**src/hdl/rmcr_pkg.sv**
```systemverilog
// constants for the regulator mode control register bank
package rmcr_pkg;
	localparam int unsigned NUM_CH = 7;
	localparam int unsigned NUM_LL = 3;
	localparam logic [7:0] ADDR_DC_LINE = 8'h1F;
	localparam logic [7:0] ADDR_AC_LINE = 8'h25;
	localparam logic [7:0] ADDR_IDLE_CFG = 8'h7A;
	localparam logic [7:0] ADDR_MPG_SEL = 8'h7C;
	localparam logic [7:0] ADDR_SS_DONE = 8'h8F;
	localparam logic [7:0] ADDR_FORCED = 8'hAD;
	localparam logic [2:0] RST_DC_LINE = 3'h3;
	localparam logic [2:0] RST_AC_LINE = 3'h3;
	localparam logic [2:0] RST_IDLE_CFG = 3'h0;
	localparam logic [2:0] RST_MPG_SEL = 3'h2;
	localparam logic [6:0] RST_FORCED = 7'h00;
	localparam logic [2:0] MPG_SEL_OFF = 3'h7;
	localparam logic [1:0] DROP_TIMER_OFF = 2'h3;
	localparam int unsigned SRC_FORCED_A = 3;
	localparam int unsigned DST_FORCED_A = 4;
	localparam int unsigned SRC_FORCED_B = 5;
	localparam int unsigned DST_FORCED_B = 6;
endpackage : rmcr_pkg

```
**src/hdl/rmcr_regs.sv**
```systemverilog
// mode control register bank for the seven step-down channels
// Notes on behaviour
// - Bits 6..0 of the forced-mode register force fixed-frequency PWM per channel when 1.
// - On the one-time image load, bit 3 is copied to bit 4 and bit 5 to bit 6.
// - After the load every forced-mode bit is written independently by the host.
// - The DC load-line register holds enables for channels 0..2, reset value 011.
// - The AC load-line register holds enables for channels 0..2, reset value 011.
// - The rail selector picks channel 0..6 for the memory power-good monitor, reset 010.
// - Selector code 111 turns the monitor off and holds power-good low.
// - The read-only status shows per channel 1 once soft-start is done and the channel is enabled, else 0.
// - The idle-configuration register holds idle enables for channels 0..2, reset 0.
// - With expansion units, automatic mode needs forced bit 0 and idle bit 1.
// - Without expansion units the idle bit is ignored and the forced bit decides.
// - A phase-drop timer of 11 forces PWM regardless of the other bits.
// - With shedding enabled automatic mode needs forced bit 0, and idle bit 1 only with expansion units.
// - A 1-to-0 idle change takes effect only after the rail is power cycled.
// - The phase-drop timer is bits 1..0 of the phase configuration of each of channels 0..2.
`timescale 1ns/1ps
module rmcr_regs #(
	parameter int unsigned NUM_CH = rmcr_pkg::NUM_CH,
	parameter int unsigned NUM_LL = rmcr_pkg::NUM_LL
) (
	input wire logic clk_sys,
	input wire logic rst_n,
	input wire logic reg_wr,
	input wire logic reg_rd,
	input wire logic [7:0] reg_addr,
	input wire logic [7:0] reg_wdata,
	output logic [7:0] reg_rdata,
	input wire logic image_load,
	input wire logic [6:0] image_forced,
	input wire logic [NUM_CH-1:0] soft_start_done,
	input wire logic [NUM_CH-1:0] channel_enabled,
	input wire logic [NUM_CH-1:0] rail_power_good,
	input wire logic [NUM_LL-1:0] expansion_phase_unit,
	input wire logic [2*NUM_LL-1:0] phase_drop_timer,
	input wire logic [NUM_LL-1:0] rail_power_cycle,
	output logic [NUM_CH-1:0] forced_fixed_frequency_mode,
	output logic [NUM_LL-1:0] channel_dc_line_bit,
	output logic [NUM_LL-1:0] channel_ac_line_bit,
	output logic memory_power_good
);
	logic [6:0] forced_q;
	logic [2:0] dc_line_q;
	logic [2:0] ac_line_q;
	logic [2:0] idle_q;
	logic [2:0] idle_eff_q;
	logic [2:0] mpg_sel_q;
	logic [6:0] image_val;
	logic [6:0] ss_status;
	logic [NUM_CH-1:0] mode_d;
	logic [7:0] rdata_d;
	logic mpg_d;
	wire wr_forced = reg_wr && (reg_addr == rmcr_pkg::ADDR_FORCED);
	wire wr_dc = reg_wr && (reg_addr == rmcr_pkg::ADDR_DC_LINE);
	wire wr_ac = reg_wr && (reg_addr == rmcr_pkg::ADDR_AC_LINE);
	wire wr_idle = reg_wr && (reg_addr == rmcr_pkg::ADDR_IDLE_CFG);
	wire wr_sel = reg_wr && (reg_addr == rmcr_pkg::ADDR_MPG_SEL);

	// replicate the two shared bits from the image
	always_comb begin
		image_val = image_forced;
		image_val[rmcr_pkg::DST_FORCED_A] = image_forced[rmcr_pkg::SRC_FORCED_A];
		image_val[rmcr_pkg::DST_FORCED_B] = image_forced[rmcr_pkg::SRC_FORCED_B];
	end

	// done only while the channel is enabled
	assign ss_status = soft_start_done & channel_enabled;

	// image load wins over a host write in the same cycle
	always_ff @(posedge clk_sys or negedge rst_n) begin
		if (!rst_n) begin
			forced_q <= rmcr_pkg::RST_FORCED;
		end else if (image_load) begin
			forced_q <= image_val;
		end else if (wr_forced) begin
			forced_q <= reg_wdata[6:0];
		end
	end

	always_ff @(posedge clk_sys or negedge rst_n) begin
		if (!rst_n) begin
			dc_line_q <= rmcr_pkg::RST_DC_LINE;
			ac_line_q <= rmcr_pkg::RST_AC_LINE;
			idle_q <= rmcr_pkg::RST_IDLE_CFG;
			mpg_sel_q <= rmcr_pkg::RST_MPG_SEL;
		end else begin
			if (wr_dc) dc_line_q <= reg_wdata[2:0];
			if (wr_ac) ac_line_q <= reg_wdata[2:0];
			if (wr_idle) idle_q <= reg_wdata[2:0];
			if (wr_sel) mpg_sel_q <= reg_wdata[2:0];
		end
	end

	// idle enable in force: rises at once, falls only on a power cycle
	genvar gi;
	generate
		for (gi = 0; gi < NUM_LL; gi++) begin : g_idle
			always_ff @(posedge clk_sys or negedge rst_n) begin
				if (!rst_n) begin
					idle_eff_q[gi] <= rmcr_pkg::RST_IDLE_CFG[gi];
				end else if (idle_q[gi] || rail_power_cycle[gi]) begin
					idle_eff_q[gi] <= idle_q[gi];
				end
			end
		end
	endgenerate

	// per-channel mode decision
	generate
		for (gi = 0; gi < NUM_CH; gi++) begin : g_mode
			if (gi < NUM_LL) begin : g_ps
				wire shed_off = phase_drop_timer[2*gi +: 2] == rmcr_pkg::DROP_TIMER_OFF;
				wire need_idle = expansion_phase_unit[gi];
				assign mode_d[gi] = forced_q[gi] || shed_off
					|| (need_idle && !idle_eff_q[gi]);
			end else begin : g_plain
				assign mode_d[gi] = forced_q[gi];
			end
		end
	endgenerate

	assign mpg_d = (mpg_sel_q != rmcr_pkg::MPG_SEL_OFF) && rail_power_good[mpg_sel_q];

	always_comb begin
		rdata_d = 8'h00;
		case (reg_addr)
			rmcr_pkg::ADDR_FORCED: rdata_d = {1'b0, forced_q};
			rmcr_pkg::ADDR_DC_LINE: rdata_d = {5'h00, dc_line_q};
			rmcr_pkg::ADDR_AC_LINE: rdata_d = {5'h00, ac_line_q};
			rmcr_pkg::ADDR_IDLE_CFG: rdata_d = {5'h00, idle_q};
			rmcr_pkg::ADDR_MPG_SEL: rdata_d = {5'h00, mpg_sel_q};
			rmcr_pkg::ADDR_SS_DONE: rdata_d = {1'b0, ss_status};
			default: rdata_d = 8'h00;
		endcase
	end

	always_ff @(posedge clk_sys or negedge rst_n) begin
		if (!rst_n) begin
			reg_rdata <= 8'h00;
			forced_fixed_frequency_mode <= '1;
			channel_dc_line_bit <= rmcr_pkg::RST_DC_LINE;
			channel_ac_line_bit <= rmcr_pkg::RST_AC_LINE;
			memory_power_good <= 1'b0;
		end else begin
			if (reg_rd) reg_rdata <= rdata_d;
			forced_fixed_frequency_mode <= mode_d;
			channel_dc_line_bit <= dc_line_q;
			channel_ac_line_bit <= ac_line_q;
			memory_power_good <= mpg_d;
		end
	end

	// per-channel mode checks
	generate
		for (gi = 0; gi < NUM_CH; gi++) begin : g_chk
			if (gi < NUM_LL) begin : g_chk_ps

			end else begin : g_chk_plain

			end
		end
	endgenerate
endmodule : rmcr_regs

```
**config.mk**
```make
export PLATFORM = sky130hd
export DESIGN_NAME = rmcr_regs
export DESIGN_NICKNAME = d
export VERILOG_FILES = /design/src/hdl/rmcr_pkg.sv /design/src/hdl/rmcr_regs.sv
export SDC_FILE = /design/constraint.sdc
export NUM_CORES = 1
export LEC_CHECK = 0
export ABC_CLOCK_PERIOD_IN_PS = 1700
export BUFFER_PORTS_ARGS = -buffer_cell sky130_fd_sc_hd__clkbuf_2
export CORE_MARGIN = 5
export CORE_UTILIZATION = 49
export CTS_BUF_LIST = sky130_fd_sc_hd__clkbuf_2
export DETAILED_ROUTE_END_ITERATION = 10
export PLACE_DENSITY_LB_ADDON = 0.1
export SLEW_MARGIN = 20
export SYNTH_ARGS = -nofsm -noshare
export SYNTH_HDL_FRONTEND = slang
export SYNTH_SLANG_ARGS = --single-unit
export TNS_END_PERCENT = 10
```
**constraint.sdc**
```tcl
create_clock -name clk_sys -period 1.7 [get_ports clk_sys]
set_input_delay 0.085 -clock clk_sys [delete_from_list [all_inputs] [get_ports clk_sys]]
set_output_delay 0.085 -clock clk_sys [all_outputs]
set_load 0.05 [all_outputs]
```
==> results.json, run 1 <==
{
  "vias": 1664,
  "setup_slack_ps": 284,
  "cts_setup_buffers": 0,
  "critPathArrivalTime_ps": 1770,
  "antenna_left": 0,
  "portBuffers": 78,
  "grt_pass1_vias": 1697,
  "pwr_density_cell_mw_per_mm2": 787,
  "antenna_found_initial": 0,
  "synth_top_area_cell": "dfrtp_1",
  "wirelength_um": 4730,
  "grt_pass1_wl_um": 7760,
  "drt-wirelength-per-cell_um": 14.4,
  "cp-startpoint": "ac_line_q[0]",
  "core_area_mm2": 0.00394,
  "multiInputGateArea_um2": 796,
  "synth-edff-count": 0,
  "syn_nets": 232,
  "first_pass_iters": 6,
  "drc": 0,
  "async_flop_share": 1.00,
  "ctsLongestPathBuffers": 2,
  "required_ps": 2050,
  "dpl.hpwl_um": 3420,
  "dp_slack_ps": 327,
  "h-tree-depth": 2,
  "report.final.slew_viol_count": 0,
  "track_usage": 0.190,
  "ys.flop_type": "dfrtp_1",
  "maxCapViolations": 0,
  "rsz0062_at_grt": "false",
  "final_util": 0.691,
  "start_kind": "register",
  "syn2layout_area_growth_pct": 38.1,
  "seq_area_frac_synth": 0.555,
  "holdCritStartpoint": "image_load",
  "start_util": 0.500,
  "max_freq_mhz": 706,
  "relSlewSlack": 0.650,
  "numCtsBuffers": 5,
  "crit_type": "register to register",
  "fin_tns_setup_ps": 0,
  "cts.sinks": 43,
  "synth_warnings": 0,
  "die_w_um": 73.5,
  "synth_common_cells": "27 x dfrtp_1, 17 x o21ai_0, 16 x dfstp_2, 12 x mux2_2, 11 x inv_1",
  "die_area_mm2": 0.00540,
  "hold_violations": 0,
  "layout_min_cycle_time_ps": 1420,
  "finalPower_mw": 2.14,
  "syn_area_mm2": 0.00197,
  "grt.overflow.total": 0,
  "layout.nets": 338,
  "postSynthAreaPerCell_um2": 11.5,
  "status": "finished clean",
  "clock_latency_ps": 410,
  "synth.most_common_cell": "dfrtp_1",
  "regArea_mm2": 0.00110,
  "skew_ps": 7.31,
  "hold_path.class": "input pin to register",
  "cts_tree": "yes",
  "viasPerCell": 5.07,
  "worst_pin_slew_ps": 525,
  "reg2reg_from": "ac_line_q[0]",
  "drive_above_1_share": 0.435,
  "peakVddDrop_mv": 0.612,
  "leakage_nw": 1.35,
  "dpl.cell_count": 294,
  "die_h_um": 73.5,
  "fill_cells": 299,
  "place_congestion": 0.772,
  "post_cts_resized": 0,
  "clk_transition_reported_paths_ps": 210,
  "r2r_slack_ps": 280,
  "holdWs_ps": 37.4,
  "setup_violations": 0,
  "num_rows": 23,
  "cp_max_fo": 3,
  "netlist_instances": 171,
  "fin_cells": 328,
  "post-route-cell-area_mm2": 0.00273,
  "root_buffer": "clkbuf_2",
  "pin_count": 83,
  "n_antenna_cell": 0,
  "reg_top3": "forced_fixed_frequency_mode (7), forced_q (7), reg_rdata (7)",
  "min_period_over_period": 0.833,
  "yosys-top-cells-area": "dfrtp_1 34%, dfstp_2 21%, mux2_2 6.8%, o21ai_0 4.3%, mux2i_1 4.1%",
  "ys_types": 36,
  "critPathCaptureType": "register",
  "cts_hold_buf": 26,
  "drtIter0Drc": 69,
  "yosys.area.top_type_share": 0.342,
  "place_area_mm2": 0.00240,
  "synth_seq_cells": 43,
  "grt_max_degree": 44
}
==> final timing paths <==
kind                            cells after the start                        endpoint
max in group asynchronous                           3  forced_fixed_frequency_mode[1]
worst max-delay path                                4                    reg_rdata[0]
worst max register to register                      4                    reg_rdata[0]
min in group asynchronous                           3                     forced_q[4]
worst min-delay path                                3                     forced_q[2]
worst min register to register                      0          channel_ac_line_bit[0]
==> where the power goes <==
part	internal [mW]	total [mW]	switching (mW)
Combinational	0.173	0.418	0.245
Clock	0.242	0.572	0.330
Sequential	1.11	1.15	0.0432
Total	1.53	2.14	0.618
==> layout by cell type (no fill, tap or decap), types with 8 or more instances in the layout <==
master,count
clkbuf_2,83
dfrtp_1,27
dlygate4sd3_1,26
o21ai_0,17
dfstp_2,16
mux2_2,12
inv_1,11
nand2_1,9
mux2i_1,8
==> routing by layer <==
metal / GRT usage / wire length (um) / vias up
met5: 0 / 0 / -
met4: 0.0543 / 40 / 0
met3: 0.0602 / 395 / 4
met2: 0.295 / 2210 / 54
met1: 0.255 / 2080 / 780
li1: - / - / 826
==> area by class of cell <==
class                      count  area share
clock buffer                   5     0.00918
tap                           50      0.0230
sequential                    43       0.402
multi-input combinational    110       0.292
clock inverter                 3      0.0142
inverter                      11      0.0152
timing repair buffer         106       0.244
==> cell families (layout without fill, tap and decap cells) <==
logic type | Yosys count | count (layout) | synth area share
compound gates | 42 | 42 | 0.138
buf+inv | 18 | 125 | 0.0412
flops | 43 | 43 | 0.555
mux | 21 | 21 | 0.120
other cells | 1 | 1 | 0.00190
simple gates | 46 | 46 | 0.143
==> worst max-delay path: stages, from the launching register on <==
cell and delay [ps]:
dfstp_2 580, or3b_1 350, a21oi_1 150, o21ai_0 110, a31oi_1 170
(Power assumes the default switching activity.)
==> run 2, diff against run 1 <==
--- a/config.mk
+++ b/config.mk
@@ -5,10 +5,10 @@
 export SDC_FILE = /design/constraint.sdc
 export NUM_CORES = 1
 export LEC_CHECK = 0
-export ABC_CLOCK_PERIOD_IN_PS = 1700
+export ABC_CLOCK_PERIOD_IN_PS = 1200
 export BUFFER_PORTS_ARGS = -buffer_cell sky130_fd_sc_hd__clkbuf_2
 export CORE_MARGIN = 5
-export CORE_UTILIZATION = 49
+export CORE_UTILIZATION = 44
 export CTS_BUF_LIST = sky130_fd_sc_hd__clkbuf_2
 export DETAILED_ROUTE_END_ITERATION = 10
 export PLACE_DENSITY_LB_ADDON = 0.1
==> constraint.sdc (replaced) <==
create_clock -name clk_sys -period 1.2 [get_ports clk_sys]
set_input_delay 0.06 -clock clk_sys [delete_from_list [all_inputs] [get_ports clk_sys]]
set_output_delay 0.06 -clock clk_sys [all_outputs]
set_load 0.05 [all_outputs]
==> run 2 against run 1 <==
  * The flow now finishes with violations (setup timing)
  * Non-clock buffer count is 20 higher
  * Register-to-register slack worse by 450 ps
  * Wire length grew 19%
==> results.json, run 2 (synthesis gave the netlist of run 1 again) <==
{
  "status": "complete, but fails checks",
  "violations": "setup timing",
  "h-tree-depth": 2,
  "skew_ps": 7.20,
  "post-route-cell-area_mm2": 0.00312,
  "antenna_found_initial": 0,
  "grt_pass1_vias": 1900,
  "core_area_mm2": 0.00435,
  "drtIter0Drc": 54,
  "reg_top3": "forced_fixed_frequency_mode (7), forced_q (7), reg_rdata (7)",
  "cts_setup_buffers": 0,
  "clk_transition_reported_paths_ps": 210,
  "layout_commonest_cell": "clkbuf_2",
  "report.final.slew_viol_count": 0,
  "wirelength_um": 5630,
  "pin_count": 83,
  "die_area_mm2": 0.00592,
  "fin_cells": 350,
  "cts_tree": "yes",
  "final_cell_mix": "63 x clkbuf_2, 32 x dlygate4sd3_1, 27 x dfrtp_1",
  "crit_chain": "or3b_1, a21oi_2, o21ai_1, a31oi_1",
  "grt_pass1_wl_um": 9470,
  "max_freq_mhz": 732,
  "crit_type": "register to register",
  "leakage_nw": 1.54,
  "peakVddDrop_mv": 0.656,
  "dpl.hpwl_um": 3870,
  "numCtsBuffers": 5,
  "cp-startpoint": "ac_line_q[0]",
  "setup_slack_ps": -167,
  "reg2reg_depth": 4,
  "drt-wirelength-per-cell_um": 16.1,
  "layout.nets": 358,
  "reg2reg_from": "ac_line_q[0]",
  "required_ps": 1540,
  "r2r_slack_ps": -170,
  "critPathCaptureType": "register",
  "holdWs_ps": 23.4,
  "layout_min_cycle_time_ps": 1370,
  "viasPerCell": 5.11,
  "grt_max_degree": 44,
  "ctsLongestPathBuffers": 2,
  "max_stage_delay_ps": 570,
  "rsz0062_at_grt": "true",
  "start_kind": "register",
  "clock_latency_ps": 410,
  "critPathArrivalTime_ps": 1710,
  "grt.overflow.total": 0,
  "die_h_um": 77.0,
  "r2r-end": "reg_rdata[0]",
  "track_usage": 0.201,
  "cp_max_fo": 2,
  "maxCapViolations": 0,
  "antenna_left": 0,
  "setup_violations": 13,
  "crit_path_end": "reg_rdata[0]",
  "drc": 0,
  "place_congestion": 0.824,
  "final_util": 0.718,
  "start_util": 0.453,
  "hold_violations": 0,
  "num_rows": 24,
  "vias": 1790,
  "dp_slack_ps": -103,
  "crit_slowest_cell": "dfstp_2",
  "cts.sinks": 43,
  "min_period_over_period": 1.14,
  "root_buffer": "clkbuf_2",
  "first_pass_iters": 4,
  "drive_above_1_share": 0.456,
  "hold_path.class": "input pin to register",
  "portBuffers": 78,
  "n_antenna_cell": 0,
  "place_area_mm2": 0.00252,
  "dpl.cell_count": 310,
  "pwr_density_cell_mw_per_mm2": 1030,
  "die_w_um": 77.0,
  "hold_depth": 4,
  "syn2layout_area_growth_pct": 58.3
}
[run 2: routing by layer]
metal	vias to the layer above	share of wire	GRT usage
met1	855	0.41	0.251
li1	868	-	-
met4	0	0.0092	0.0437
met3	7	0.073	0.0632
met2	60	0.50	0.340
met5	-	0	0
[run 2: where the power goes]
part	internal (mW)	switching (mW)
sequential	1.57	0.0730
clock	0.343	0.462
combinational	0.385	0.373
[run 2: cell type report]
type	instances	area, um2
timing repair buffer	126	1060
sequential	43	1100
inverter	11	41.3
clock inverter	3	38.8
clock buffer	5	25.0
fill	308	1230
tap	52	65.1
multi-input combinational	110	800
[run 2: metrics by stage]
| stage | setup TNS, ps | power [mW] |
|---|---|---|
| finish | -380 | 3.21 |
| floorplan | -103 | 1.97 |
| CTS | -669 | 3.23 |
| global placement | -165 | 2.21 |
| detailed placement | -271 | 2.22 |
| global route | -1390 | 3.36 |
[run 2: critical path, delay by kind of cell (launching register included)]
family	cells	cell delay, ps
flops	1	570
simple gates	1	370
compound gates	3	360
[run 2: repair_timing]
action | CTS | global route
endpoints found under the hold margin | 73 | 0
hold buffers | 32 | 0
resized for setup | 34 | 9
endpoints found under the setup margin | 16 | 22
pin swaps | 1 | 2
[run 2: how the worst min path moves through the flow]
stage	start	to	slack [ps]
floorplan	rst_n	ac_line_q[2]	-240
global placement	rst_n	forced_q[4]	50
detailed placement	rst_n	forced_q[4]	50
CTS	channel_enabled[4]	reg_rdata[4]	5
global route	channel_enabled[5]	reg_rdata[5]	40
finish	channel_enabled[4]	reg_rdata[4]	20
==> run 3, diff against run 2 <==
--- a/config.mk
+++ b/config.mk
@@ -6,11 +6,11 @@
 export NUM_CORES = 1
 export LEC_CHECK = 0
 export ABC_CLOCK_PERIOD_IN_PS = 1200
-export BUFFER_PORTS_ARGS = -buffer_cell sky130_fd_sc_hd__clkbuf_2
 export CORE_MARGIN = 5
-export CORE_UTILIZATION = 44
+export CORE_UTILIZATION = 59
 export CTS_BUF_LIST = sky130_fd_sc_hd__clkbuf_2
 export DETAILED_ROUTE_END_ITERATION = 10
+export DONT_BUFFER_PORTS = 1
 export PLACE_DENSITY_LB_ADDON = 0.1
 export SLEW_MARGIN = 20
 export SYNTH_ARGS = -nofsm -noshare
==> run 3 against run 2 <==
  * The flow finishes with violations (hold timing, setup timing)
  * Maximum frequency is 2.8% higher
  * Die area shrank 22%
  * Via count down 13%
  * Register-to-register slack improved by 40 ps
  * Critical endpoint unchanged
  * Largest cell class unchanged
==> results.json, run 3 (synthesis gave the netlist of run 1 again) <==
{
  "status": "complete, but fails checks",
  "violations": "hold timing, setup timing",
  "dp_slack_ps": -125,
  "worst_pin_slew_ps": 495,
  "min_period_over_period": 1.11,
  "start_kind": "register",
  "grt.overflow.total": 0,
  "relSlewSlack": 0.669,
  "place_area_mm2": 0.00210,
  "first_pass_iters": 4,
  "cts.sinks": 43,
  "layout_commonest_cell": "dlygate4sd3_1",
  "h-tree-depth": 2,
  "skew_ps": 21.1,
  "wirelength_um": 4980,
  "reg2reg_from": "ac_line_q[0]",
  "required_ps": 1540,
  "n_antenna_cell": 0,
  "antenna_left": 0,
  "num_rows": 21,
  "grt_pass1_vias": 1632,
  "rsz0062_at_grt": "true",
  "post-route-cell-area_mm2": 0.00249,
  "max_freq_mhz": 752,
  "clock_latency_ps": 410,
  "setup_slack_ps": -130,
  "hold_depth": 1,
  "holdCritStartpoint": "reg_rd",
  "die_area_mm2": 0.00460,
  "clk_transition_reported_paths_ps": 220,
  "dpl.hpwl_um": 3430,
  "vias": 1562,
  "place_congestion": 0.849,
  "whs_endpoint": "reg_rdata[2]",
  "hold_path.class": "input pin to register",
  "grt_pass1_wl_um": 7780,
  "numCtsBuffers": 5,
  "r2r_slack_ps": -130,
  "r2r-end": "reg_rdata[0]",
  "peakVddDrop_mv": 0.886,
  "drtIter0Drc": 61,
  "crit_type": "register to register",
  "maxCapViolations": 0,
  "layout_min_cycle_time_ps": 1330,
  "reg_top3": "forced_fixed_frequency_mode (7), forced_q (7), reg_rdata (7)",
  "cts_setup_buffers": 0,
  "holdWs_ps": -280,
  "reg2reg_depth": 4,
  "cts_tree": "yes",
  "viasPerCell": 5.87,
  "critPathCaptureType": "register",
  "layout.nets": 280,
  "critPathArrivalTime_ps": 1670,
  "syn2layout_area_growth_pct": 26.3,
  "setup_violations": 6,
  "drc": 0,
  "antenna_found_initial": 0,
  "hold_violations": 7,
  "ctsLongestPathBuffers": 2,
  "die_w_um": 67.8,
  "grt_max_degree": 44,
  "core_area_mm2": 0.00328,
  "track_usage": 0.235,
  "die_h_um": 67.8,
  "portBuffers": 0,
  "pwr_density_cell_mw_per_mm2": 1100,
  "leakage_nw": 1.12,
  "final_cell_mix": "32 x dlygate4sd3_1, 26 x dfrtp_1, 16 x dfstp_2",
  "drive_above_1_share": 0.268,
  "cp_max_fo": 2,
  "report.final.slew_viol_count": 0,
  "root_buffer": "clkbuf_2",
  "drt-wirelength-per-cell_um": 18.7,
  "start_util": 0.601,
  "pin_count": 83
}
[run 3: changes by cell type in the layout (fill, tap and decap cells not counted), moves of 2 or more]
cell,previous run,this run
clkbuf_16,10,0
buf_2,7,0
clkbuf_4,2,0
clkbuf_2,63,6
[run 3: worst max path at each step]
stage	start	endpoint	slack [ps]	depth (start not counted)
2_1_floorplan	ac_line_q[0]	reg_rdata[0]	-50	4
3_3_place_gp	ac_line_q[0]	reg_rdata[0]	-70	4
3_5_place_dp	ac_line_q[1]	reg_rdata[1]	-120	4
4_1_cts	ac_line_q[1]	reg_rdata[1]	-130	4
5_1_grt	ac_line_q[0]	reg_rdata[0]	-180	4
6_report	ac_line_q[0]	reg_rdata[0]	-130	4
[run 3: cell type report]
type | instances | area, um2
Timing Repair Buffer | 48 | 457
Clock buffer | 6 | 30.0
Clock inverter | 2 | 12.5
Multi-Input combinational cell | 110 | 796
Sequential cell | 43 | 1100
Inverter | 11 | 41.3
Tap cell | 46 | 57.6
Fill cell | 227 | 793
[run 3: layer usage]
layer  global-route usage  vias up  share of wire
li1                     -      711              -
met1                0.259      764           0.39
met2                0.406       76           0.50
met3               0.0936       11          0.097
met4               0.0943        0          0.018
met5                    0        -              0
[run 3: what timing repair did]
action | 4_1_cts | 5_1_grt
hold endpoints to repair | 76 | 8
pin swaps | 4 | 1
hold buffers | 32 | 1
setup endpoints to repair | 9 | 16
gates resized for setup | 0 | 2
[run 3: power breakdown]
part           switching, mW  total [mW]  internal [mW]
sequential             0.194        1.77           1.58
clock                  0.455       0.603          0.148
combinational          0.175       0.362          0.188
total                  0.824        2.74           1.91
[run 3: critical path, cell delays in order, from the launching register on]
cell and delay (ps):
dfstp_2 570, or3b_1 340, a21oi_1 150, o21ai_1 70, a31oi_1 130
[run 3: stage by stage]
step	setup TNS, ps	power (mW)	utilization	cells
final	-265	2.74	0.758	266
after CTS	-315	2.74	0.754	265
after detailed placement	-213	2.02	0.640	225
after floorplan	-103	1.97	-	171
after global routing	-893	2.87	0.758	266
after global placement	-134	2.01	0.640	225
